[config.mk]
export PLATFORM = sky130hd
export DESIGN_NAME = spt_pulse_port
export DESIGN_NICKNAME = d
export VERILOG_FILES = /design/src/design/spt_pkg.sv /design/src/design/spt_tod_serial.sv /design/src/design/spt_pulse_port.sv
export VERILOG_INCLUDE_DIRS = /design/src /design/src/design
export SDC_FILE = /design/constraint.sdc
export NUM_CORES = 1
export LEC_CHECK = 0
export BUFFER_PORTS_ARGS = -buffer_cell sky130_fd_sc_hd__buf_2
export CORE_MARGIN = 8
export CORE_UTILIZATION = 50
export DETAILED_ROUTE_END_ITERATION = 8
export PLACE_DENSITY_LB_ADDON = 0.25
export SLEW_MARGIN = 20
export SYNTH_ARGS = -nofsm -noshare
export SYNTH_HDL_FRONTEND = slang
export SYNTH_SLANG_ARGS = --single-unit
[constraint.sdc]
create_clock -name mclk -period 11.1 [get_ports mclk]
set_input_delay 2.22 -clock mclk [delete_from_list [all_inputs] [get_ports mclk]]
set_output_delay 2.22 -clock mclk [all_outputs]
set_load 0.05 [all_outputs]
[src/design/spt_cfg.svh]
`ifndef SPT_CFG_SVH
`define SPT_CFG_SVH
// Clock rate in Hz and period in ns.
`define SPT_CLK_HZ        25000000
`define SPT_CLK_NS        40
// Pulse width limits in ns.
`define SPT_MIN_HIGH_NS   100
`define SPT_MAX_HIGH_NS   500000000
// Least high time rounds up, longest rounds down.
`define SPT_MIN_HIGH_CYC  ((`SPT_MIN_HIGH_NS + `SPT_CLK_NS - 1) / `SPT_CLK_NS)
`define SPT_MAX_HIGH_CYC  (`SPT_MAX_HIGH_NS / `SPT_CLK_NS)
// Default high time of the generated pulse in cycles (1 us).
`define SPT_DEF_HIGH_CYC  25
// Message shift width.
`define SPT_TOD_W         32
`endif

[src/design/spt_pkg.sv]
package spt_pkg;
    // Direction of the single port.
    typedef enum logic {SPT_DIR_IN, SPT_DIR_OUT} spt_dir_e;
    // Message shifter states.
    typedef enum logic [1:0] {SPT_IDLE, SPT_START, SPT_SHIFT, SPT_STOP} spt_msg_e;
endpackage : spt_pkg

[src/design/spt_tod_serial.sv]
`include "spt_cfg.svh"
module spt_tod_serial #(
    parameter int WIDTH   = `SPT_TOD_W,
    parameter int BIT_CYC = 25
) (
    // Clock, reset and enable.
    input  wire logic             mclk,
    input  wire logic             rst,
    input  wire logic             clkEn,
    // Send request.
    input  wire logic             send,
    input  wire logic [WIDTH-1:0] word,
    // Serial line and status.
    output logic                  txLine,
    output logic                  busy
);
    import spt_pkg::*;

    // ---------------------------------------------
    // Message shifter: start bit low, LSB first, stop high.
    // ---------------------------------------------
    spt_msg_e           state, next_state;        // Shifter state.
    logic [WIDTH-1:0]   shreg, next_shreg;        // Bits still to send.
    logic [15:0]        bitCnt, next_bitCnt;      // Cycles in current bit.
    logic [7:0]         idx, next_idx;            // Bits sent so far.
    logic               line, next_line;          // Registered line level.

    // Next-state logic; a request while busy is ignored.
    always_comb begin
        next_state  = state;
        next_shreg  = shreg;
        next_bitCnt = bitCnt;
        next_idx    = idx;
        next_line   = line;
        case (state)
            SPT_IDLE: begin
                next_line = 1'b1;
                if (send) begin
                    next_shreg  = word;
                    next_state  = SPT_START;
                    next_line   = 1'b0;
                    next_bitCnt = 16'h0000;
                end
            end
            SPT_START, SPT_SHIFT: begin
                next_bitCnt = bitCnt + 16'h0001;
                if (bitCnt == 16'(BIT_CYC - 1)) begin
                    next_bitCnt = 16'h0000;
                    if (state == SPT_SHIFT && idx == 8'(WIDTH)) begin
                        next_state = SPT_STOP;
                        next_line  = 1'b1;
                    end else begin
                        next_state = SPT_SHIFT;
                        next_line  = shreg[0];
                        next_shreg = shreg >> 1;
                        next_idx   = idx + 8'h01;
                    end
                end
            end
            SPT_STOP: begin
                next_bitCnt = bitCnt + 16'h0001;
                if (bitCnt == 16'(BIT_CYC - 1)) begin
                    next_state = SPT_IDLE;
                    next_idx   = 8'h00;
                end
            end
            default: next_state = SPT_IDLE;
        endcase
    end

    // Registers, frozen while the clock enable is low.
    always_ff @(posedge mclk) begin
        if (rst) begin
            state  <= SPT_IDLE;
            shreg  <= '0;
            bitCnt <= 16'h0000;
            idx    <= 8'h00;
            line   <= 1'b1;
        end else if (clkEn) begin
            state  <= next_state;
            shreg  <= next_shreg;
            bitCnt <= next_bitCnt;
            idx    <= next_idx;
            line   <= next_line;
        end
    end

    assign txLine = line;
    assign busy   = (state != SPT_IDLE);
endmodule : spt_tod_serial

[src/design/spt_pulse_port.sv]
// Functional notes
// - Input mode takes pulse and message as reference.
// - Output mode drives pulse and message out.
// - One port, one direction at a time.
// - Output pulse rises at second rollover.
// - Link pulse high 100 ns to 500 ms.
// - Receiver corrects incoming pulse for cable delay.
// - Compensation value is programmable.
// - Master pulse placed within 10 ns; the code places it to one 40 ns clock cycle instead.
// - Residual compensation error within 10 ns; the code compensates in whole 40 ns clock cycles instead.
// - Leading edge timestamped within 30 ns; the code stamps to one 40 ns clock cycle instead.
// - Only the rising edge is significant.
// - Measurement output rises at each rollover.
// - Measurement pulse high 100 ns to 500 ms.
// - Measurement pulse placed within 5 ns; the code places it to one 40 ns clock cycle instead.
// - Time-of-day message on its own pair.
`include "spt_cfg.svh"
module spt_pulse_port #(
    parameter int CYC_PER_SEC = `SPT_CLK_HZ,
    parameter int TOD_W       = `SPT_TOD_W,
    parameter int BIT_CYC     = 25
) (
    // Clock, reset and enable.
    input  wire logic                 mclk,
    input  wire logic                 rst,
    input  wire logic                 clkEn,
    // Configuration.
    input  wire spt_pkg::spt_dir_e    portDir,
    input  wire logic [31:0]          highCycles,
    input  wire logic [31:0]          delayCompCycles,
    input  wire logic [TOD_W-1:0]     localSeconds,
    // Incoming marker and message, already received to logic levels.
    input  wire logic                 markerInputPair,
    input  wire logic                 todRxValid,
    input  wire logic [TOD_W-1:0]     todRxSeconds,
    // Outgoing marker and message.
    output logic                      markerOutputPair,
    output logic                      markerOutputEn,
    output logic                      todTxLine,
    output logic                      measureOut,
    // Local time state.
    output logic [31:0]               subSecond,
    output logic [TOD_W-1:0]          secondsNow,
    output logic                      secondTick,
    output logic [31:0]               edgeStamp,
    output logic                      edgeStampValid
);
    import spt_pkg::*;

    // ---------------------------------------------
    // Second counter and pulse generator
    // ---------------------------------------------
    logic [31:0]       secCnt, next_secCnt;        // Cycles within current second.
    logic [TOD_W-1:0]  secs, next_secs;            // Whole seconds.
    logic [31:0]       hiCnt, next_hiCnt;          // Remaining high cycles.
    logic              pulse, next_pulse;          // Registered pulse level.
    logic              tick, next_tick;            // Rollover strobe.
    logic [TOD_W-1:0]  pendSecs, next_pendSecs;    // Message latched from link.
    logic              pendValid, next_pendValid;  // Message waiting for next edge.
    logic [31:0]       stamp, next_stamp;          // Timestamp of input edge.
    logic              stampV, next_stampV;        // Timestamp strobe.
    logic              mkPrev, next_mkPrev;        // Previous input sample.
    logic [31:0]       hiClamp;                    // High time held to legal range.
    logic              rise;                       // Rising edge of input marker.
    logic              rollover;                   // Local second boundary.
    logic [31:0]       alignCnt;                   // Counter value after delay correction.

    // The width is clamped so no setting breaks the legal window.
    always_comb begin
        hiClamp = highCycles;
        if (highCycles < 32'(`SPT_MIN_HIGH_CYC)) hiClamp = 32'(`SPT_MIN_HIGH_CYC);
        if (highCycles > 32'(`SPT_MAX_HIGH_CYC)) hiClamp = 32'(`SPT_MAX_HIGH_CYC);
    end

    assign rise     = (portDir == SPT_DIR_IN) && markerInputPair && !mkPrev;
    assign rollover = (secCnt == 32'(CYC_PER_SEC - 1));
    // The edge arrived delay cycles late, so the true boundary passed that long ago.
    assign alignCnt = (delayCompCycles < 32'(CYC_PER_SEC)) ? delayCompCycles : 32'(CYC_PER_SEC - 1);

    // Next-state logic for time keeping and pulse shaping.
    always_comb begin
        next_secCnt    = rollover ? 32'h0000_0000 : secCnt + 32'h0000_0001;
        next_secs      = rollover ? secs + 1'b1 : secs;
        next_tick      = rollover;
        next_hiCnt     = hiCnt;
        next_pulse     = pulse;
        next_pendSecs  = pendSecs;
        next_pendValid = pendValid;
        next_stamp     = stamp;
        next_stampV    = 1'b0;
        next_mkPrev    = markerInputPair;
        // Message from the master names the second its next edge marks.
        if (portDir == SPT_DIR_IN && todRxValid) begin
            next_pendSecs  = todRxSeconds;
            next_pendValid = 1'b1;
        end
        if (rise) begin
            // Edge stamped in the same cycle it is seen: one cycle, 40 ns, worst case.
            next_stamp  = secCnt;
            next_stampV = 1'b1;
            next_secCnt = alignCnt;
            next_tick   = 1'b0;
            if (pendValid) begin
                next_secs      = pendSecs;
                next_pendValid = 1'b0;
            end
        end
        // Pulse is set in the rollover cycle and rises as the counter reads zero; exact within one clock.
        if (rollover) begin
            next_pulse = 1'b1;
            next_hiCnt = hiClamp - 32'h0000_0001;
        end else if (hiCnt != 32'h0000_0000) begin
            next_hiCnt = hiCnt - 32'h0000_0001;
        end else begin
            next_pulse = 1'b0;
        end
    end

    // Registers, frozen while the clock enable is low.
    always_ff @(posedge mclk) begin
        if (rst) begin
            secCnt    <= 32'h0000_0000;
            secs      <= '0;
            hiCnt     <= 32'h0000_0000;
            pulse     <= 1'b0;
            tick      <= 1'b0;
            pendSecs  <= '0;
            pendValid <= 1'b0;
            stamp     <= 32'h0000_0000;
            stampV    <= 1'b0;
            mkPrev    <= 1'b0;
        end else if (clkEn) begin
            secCnt    <= next_secCnt;
            secs      <= next_secs;
            hiCnt     <= next_hiCnt;
            pulse     <= next_pulse;
            tick      <= next_tick;
            pendSecs  <= next_pendSecs;
            pendValid <= next_pendValid;
            stamp     <= next_stamp;
            stampV    <= next_stampV;
            mkPrev    <= next_mkPrev;
        end
    end

    // ---------------------------------------------
    // Time-of-day message sender
    // ---------------------------------------------
    // The message for the new second starts right after its pulse edge.
    spt_tod_serial #(
        .WIDTH   (TOD_W),
        .BIT_CYC (BIT_CYC)
    ) u_tod (
        .mclk    (mclk),
        .rst     (rst),
        .clkEn   (clkEn),
        .send    (tick && portDir == SPT_DIR_OUT),
        .word    (secs),
        .txLine  (todTxLine),
        .busy    ()
    );

    // ---------------------------------------------
    // Outputs
    // ---------------------------------------------
    // The pair is driven only in output mode, so one port never faces both ways.
    assign markerOutputPair = pulse && (portDir == SPT_DIR_OUT);
    assign markerOutputEn   = (portDir == SPT_DIR_OUT);
    // The measurement output runs in either mode; on input it follows the corrected time.
    assign measureOut       = pulse;
    assign subSecond        = secCnt;
    assign secondsNow       = secs;
    assign secondTick       = tick;
    assign edgeStamp        = stamp;
    assign edgeStampValid   = stampV;
endmodule : spt_pulse_port

Word-level counts from Yosys, hierarchy flattened:

Cells that the tools add are included.

* register bits after elaboration: 224
* output and inout bits: 102
* logic and storage cells: 95

* $add $sub $neg: 6
* magnitude comparators: 3
* equal/unequal tests: 11
* muxes and demuxes: 37
* bitwise gates (word level): 1
* reduce and logical (&&, ||, !) cells: 22

Operators by type and width (count)
* 32-bit two-way mux: 13
* 32-bit by 1-bit adder with 32-bit output, second input constant: 2
* 32-bit one-hot mux with 2 select lines: 1
* 32-bit by 1-bit subtractor with 32-bit output, second input constant: 2
* 16-bit one-hot mux with 3 select lines: 1
* 32-bit by 25-bit equality test with 1-bit output, second input constant: 1
* 32-bit by 24-bit > comparator with 1-bit output, second input constant: 1
* 32-bit by 2-bit < comparator with 1-bit output, second input constant: 1
* 32-bit by 25-bit < comparator with 1-bit output, second input constant: 1
* 16-bit two-way mux: 2
* 32-bit nonzero test: 1
* 8-bit two-way mux: 3
* 16-bit by 1-bit adder with 16-bit output, second input constant: 1
* 16-bit by 5-bit equality test with 1-bit output, second input constant: 1
* 8-bit one-hot mux with 2 select lines: 1
* 1-bit two-way mux: 11
* 2-bit AND reduction: 5
* 5-bit AND reduction: 2
* 8-bit by 1-bit adder with 8-bit output, second input constant: 1
* 8-bit by 6-bit equality test with 1-bit output, second input constant: 1
* 1-bit logical AND: 6
* 2-bit two-way mux: 3
* 2-bit by 1-bit inequality test with 1-bit output, second input constant: 3
* 2-bit one-hot mux with 3 select lines: 1
* other kinds (11): 15

Logic depth before layout (Yosys ltp):

* depth in word-level cells: 5
* mapped depth: 15
* mapped depth without buffers: 13

Hierarchy:

From an unflattened synthesis, not the netlist that was laid out.

* cells, all modules: 1585
* area, all modules: 12334.3 sq um

By module, submodules not included
* spt_pulse_port: times used 1, cells an instance 1262, area an instance 9263.9 sq um
* spt_tod_serial: times used 1, cells an instance 323, area an instance 3070.4 sq um

Worst setup path after synthesis:

No wires, ideal clock.

* kind: input -> register
* start point: input highCycles[14]
* end point: register hiCnt[28]
* setup time: 0.137 ns
* arrival time: 5.053 ns
* required time: 10.963 ns
* setup slack: 5.910 ns
* cell stages on the path: 12
* path through: nand4b_1 -> nor4_2 -> a211oi_4 -> nor2_1 -> nor3_1 -> a21oi_1 -> ha_1 -> o21ai_0 -> a211oi_4 -> nand4_2 -> o41ai_1 -> a211oi_1

* cells in the longest elaborated chain, start to end: 5
* elaborated cells between the ends (all ways): 6

RTL lines
* start, declared: line spt_pulse_port.sv:29 `input wire logic [31:0] highCycles,`
* 32-bit by 2-bit < comparator with 1-bit output: line spt_pulse_port.sv:71 `` if (highCycles < 32'(`SPT_MIN_HIGH_CYC)) hiClamp = 32'(`SPT_MIN_HIGH_CYC); ``
* 32-bit two-way mux: line spt_pulse_port.sv:71
* 32-bit two-way mux (*): line spt_pulse_port.sv:72 `` if (highCycles > 32'(`SPT_MAX_HIGH_CYC)) hiClamp = 32'(`SPT_MAX_HIGH_CYC); ``
* 32-bit by 1-bit subtractor with 32-bit output (*): line spt_pulse_port.sv:111 `next_hiCnt = hiClamp - 32'h0000_0001;`
* 32-bit two-way mux (*): line spt_pulse_port.sv:109 `if (rollover) begin`
* end signal, assigned: line spt_pulse_port.sv:135 `hiCnt <= next_hiCnt;`
* end, declared: line spt_pulse_port.sv:55 `logic [31:0] hiCnt, next_hiCnt;`

Every way passes the cells marked *; elsewhere a longest branch is shown, timed or not.
A chain may end at the register's enable or synchronous reset.

Final worst setup path:

* start point: input highCycles[17]
* end point: register hiCnt[28]

The elaborated chain is that of the path after synthesis.

==> flow_summary.yaml <==
cells_and_area:
  layout_common_cells: "nand2_1 (256), dfxtp_1 (224), buf_2 (201)"
  drive_gt1_share_pct: 17.3
  final_common_cell: "nand2_1"
  antennaDiodeCount: 0
  areaGrowthSynthToFinish_pct: 16.7
  fin_nets: 1838
worst_setup_path:
  setup.worst_path.class: "in -> reg"
  cp.depth: 13
  worstPathRequired_ps: 11480
  rr_startpoint: "subSecond[10]$_SDFFE_PP0P_"
  crit_buf_inv: 1
  reg2reg_depth: 10
  crit_path_end: "hiCnt[28]$_SDFFE_PP0P_"
  timing.critical_path.from: "highCycles[17]"
  critPathMaxFanout: 10
  r2r_slack_ps: 6710
  worst_ep_arrival_time_ps: 6200
  cpMaxStageDelayCell: "nor4_2"
  start_kind: "primary input"
  cp_common_cell: "a211oi_4"
  r2r_end: "hiCnt[28]$_SDFFE_PP0P_"
  max_stage_delay_ps: 610
  cp_cell_sequence: "buf_2, nand4_1, nor4_2, a211oi_4, nor2_1, nor3_1, a21oi_1, ha_1, o21ai_0, a211oi_4, nand4_2, o41ai_1, a211oi_1"
  cp-end-kind: "flip-flop"
  crit_family: "simple AND/OR/NAND/NOR gates"
logic_synthesis:
  async_reset_ff_share_pct: 0
  synth-edff-count: 0
  ys_seq_area_share_pct: 38.0
  netlist_area_um2: 11800
  yosysWarnings: 0
  syn_area_per_cell_um2: 7.62
  synth_flop_cell: "dfxtp_1"
  ys_seq_elements: 224
  netlist-cell-type-count: 81
  synth_nets: 1696
  syn_inst: 1551
die:
  initial_utilization_pct: 50.6
  rows: 56
  die_area_um2: 28800
  die_x_um: 170
  die_h_um: 170
  pin_count: 236
  core_area_um2: 23300
clock_network:
  path_clk_slew_ps: 60
  clk_latency_ps: 540
  cts_buffer_depth: 3
  tritoncts: "yes"
  htreeDepth: 1
  post_cts.repair.setup_buffers: 0
  root_buffer: "clkbuf_16"
  ctsHoldBuffers: 0
  cts_made_buffers: 26
  clock-sinks: 224
  post_cts_resized: 0
route:
  wire_per_inst_um: 18.0
  ant_nets: 0
  drt-vias-per-instance: 5.99
  num_vias: 12100
  drcViolationCount: 0
  initialDrtViolationCount: 1306
  first_pass_iters: 5
  drt_wl_total_mm: 36.6
grt:
  track_usage_pct: 24.5
  grt_pass1_wl_mm: 58.9
  antenna_found_initial: 1
  grt_overflow: 0
  grt_max_degree: 97
  first_global_vias: 11400
pwr:
  peakVddDrop_uv: 112
  finalPower_uw: 2100
  p_leak_uw: 0.00500
  powerDensity_nw_per_um2: 152
run_status:
  status: "finished clean"
sta:
  rsz0062_at_grt: "no"
  final-setup-viol-count: 0
  final.min_clock_period_ps: 5830
  fin_crit_sh_pct: 52.5
  hold_ws_ps: 448
  tightest_slew_ps: 1060
  max_freq_ghz: 0.172
  final.setup.tns_ps: 0
  hold_viol_final: 0
  max_slew_margin_pct: 29.5
  fin_skew_ps: 29.4
  report.final.slew_viol_count: 0
flow_run:
  maxCapViolations: 0
placement:
  gp_congestion: 0.888
  dp_hpwl_mm: 25.4
  io_buffers: 203
worst_hold_path:
  holdCritPathClass: "reg -> reg"
  min-delay-start: "edgeStamp[10]$_SDFFE_PP0P_"
  holdPathStages: 2
where the power goes:
part / switching, µW / internal (µW)
logic: 260 / 155
clock network: 330 / 475
registers: 39.1 / 840
total: 629 / 1470
logic make-up after synthesis:
family	Yosys count	share of synthesized area, %
compound gates	456	23.8
buf+inv	127	4.12
flops	224	38.0
fa+ha+maj	11	1.16
xor+xnor	37	2.74
mux	41	3.53
simple gates	655	26.7
metal layers:
| layer | track usage [%] | vias up | share of wire, % |
|---|---|---|---|
| li1 | - | 5900 | - |
| met1 | 32.7 | 5656 | 44 |
| met2 | 39.0 | 511 | 45 |
| met3 | 5.33 | 76 | 8.6 |
| met4 | 7.46 | 2 | 2.3 |
| met5 | 0 | - | 0.027 |
worst min path at each step:
| stage | end |
|---|---|
| global route | edgeStamp[7]$_SDFFE_PP0P_ |
| finish | edgeStamp[10]$_SDFFE_PP0P_ |
| CTS | edgeStamp[10]$_SDFFE_PP0P_ |
| floorplan | pendSecs[30]$_SDFFE_PP0P_ |
| global placement | edgeStamp[27]$_SDFFE_PP0P_ |
| detailed placement | edgeStamp[10]$_SDFFE_PP0P_ |
synth_stat cells, types with 5 or more instances:
cell      count  area (µm²)
nand2_1     256         961
dfxtp_1     224        4480
a21oi_1     158         791
nor2_1      145         544
o21ai_0     118         591
clkbuf_1     97         364
a211oi_1     63         473
nand3_1      51         255
mux2i_1      39         390
nor3_1       32         160
nand4_1      31         194
nor4_1       24         150
xor2_1       24         210
and3_1       23         144
inv_1        20        75.1
or3_1        19         119
xnor2_1      13         114
a31oi_1      12        75.1
o22ai_1      12        75.1
ha_1         11         138
or4_1        11        82.6
a22oi_1      10        75.1
o31ai_1       9        67.6
and4_1        8        70.1
o21a_1        8        60.1
and2_1        7        43.8
nand2b_1      7        43.8
o21ai_1       7        35.0
or2_2         7        43.8
buf_2         5        25.0
nor3b_1       5        37.5
layout make-up:
| cell class | count | area, µm² |
|---|---|---|
| clock inverter | 3 | 17.5 |
| multi-input combinational | 1200 | 6870 |
| fill | 2196 | 9540 |
| tap | 319 | 399 |
| inverter | 20 | 75.1 |
| sequential | 224 | 4480 |
| clock buffer | 41 | 778 |
| timing repair buffer | 221 | 1160 |
metrics by stage:
stage / cell area (µm²) / worst slack, ps / utilization, % / std cells
5_1_grt: 13800 / 5070 / 59.1 / 2028
2_1_floorplan: 11800 / 5910 / - / 1551
4_1_cts: 13800 / 5440 / 59.1 / 2028
6_report: 13800 / 5270 / 59.1 / 2028
3_3_place_gp: 13000 / 4980 / 55.7 / 1984
3_5_place_dp: 13000 / 4880 / 55.7 / 1984
state kept, by name, indices dropped and copies added, names as in the netlist:
register / flops
secondTick: 1
u_tod.state: 2
u_tod.bitCnt: 16
subSecond: 32
measureOut: 1
mkPrev: 1
edgeStamp: 32
secondsNow: 32
u_tod.shreg: 32
u_tod.txLine: 1
pendSecs: 32
u_tod.idx: 8
edgeStampValid: 1
hiCnt: 32
pendValid: 1
worst register-to-register path: stages, from the launching register on:
cell and delay [ps]:
dfxtp_1 450, nor4_1 730, nand2_1 220, or4_1 570
a21oi_1 260, ha_1 280, o21ai_0 250, a211oi_4 540
nand4_2 370, o41ai_1 450, a211oi_1 120
Power figures use the tool's default switching activity.
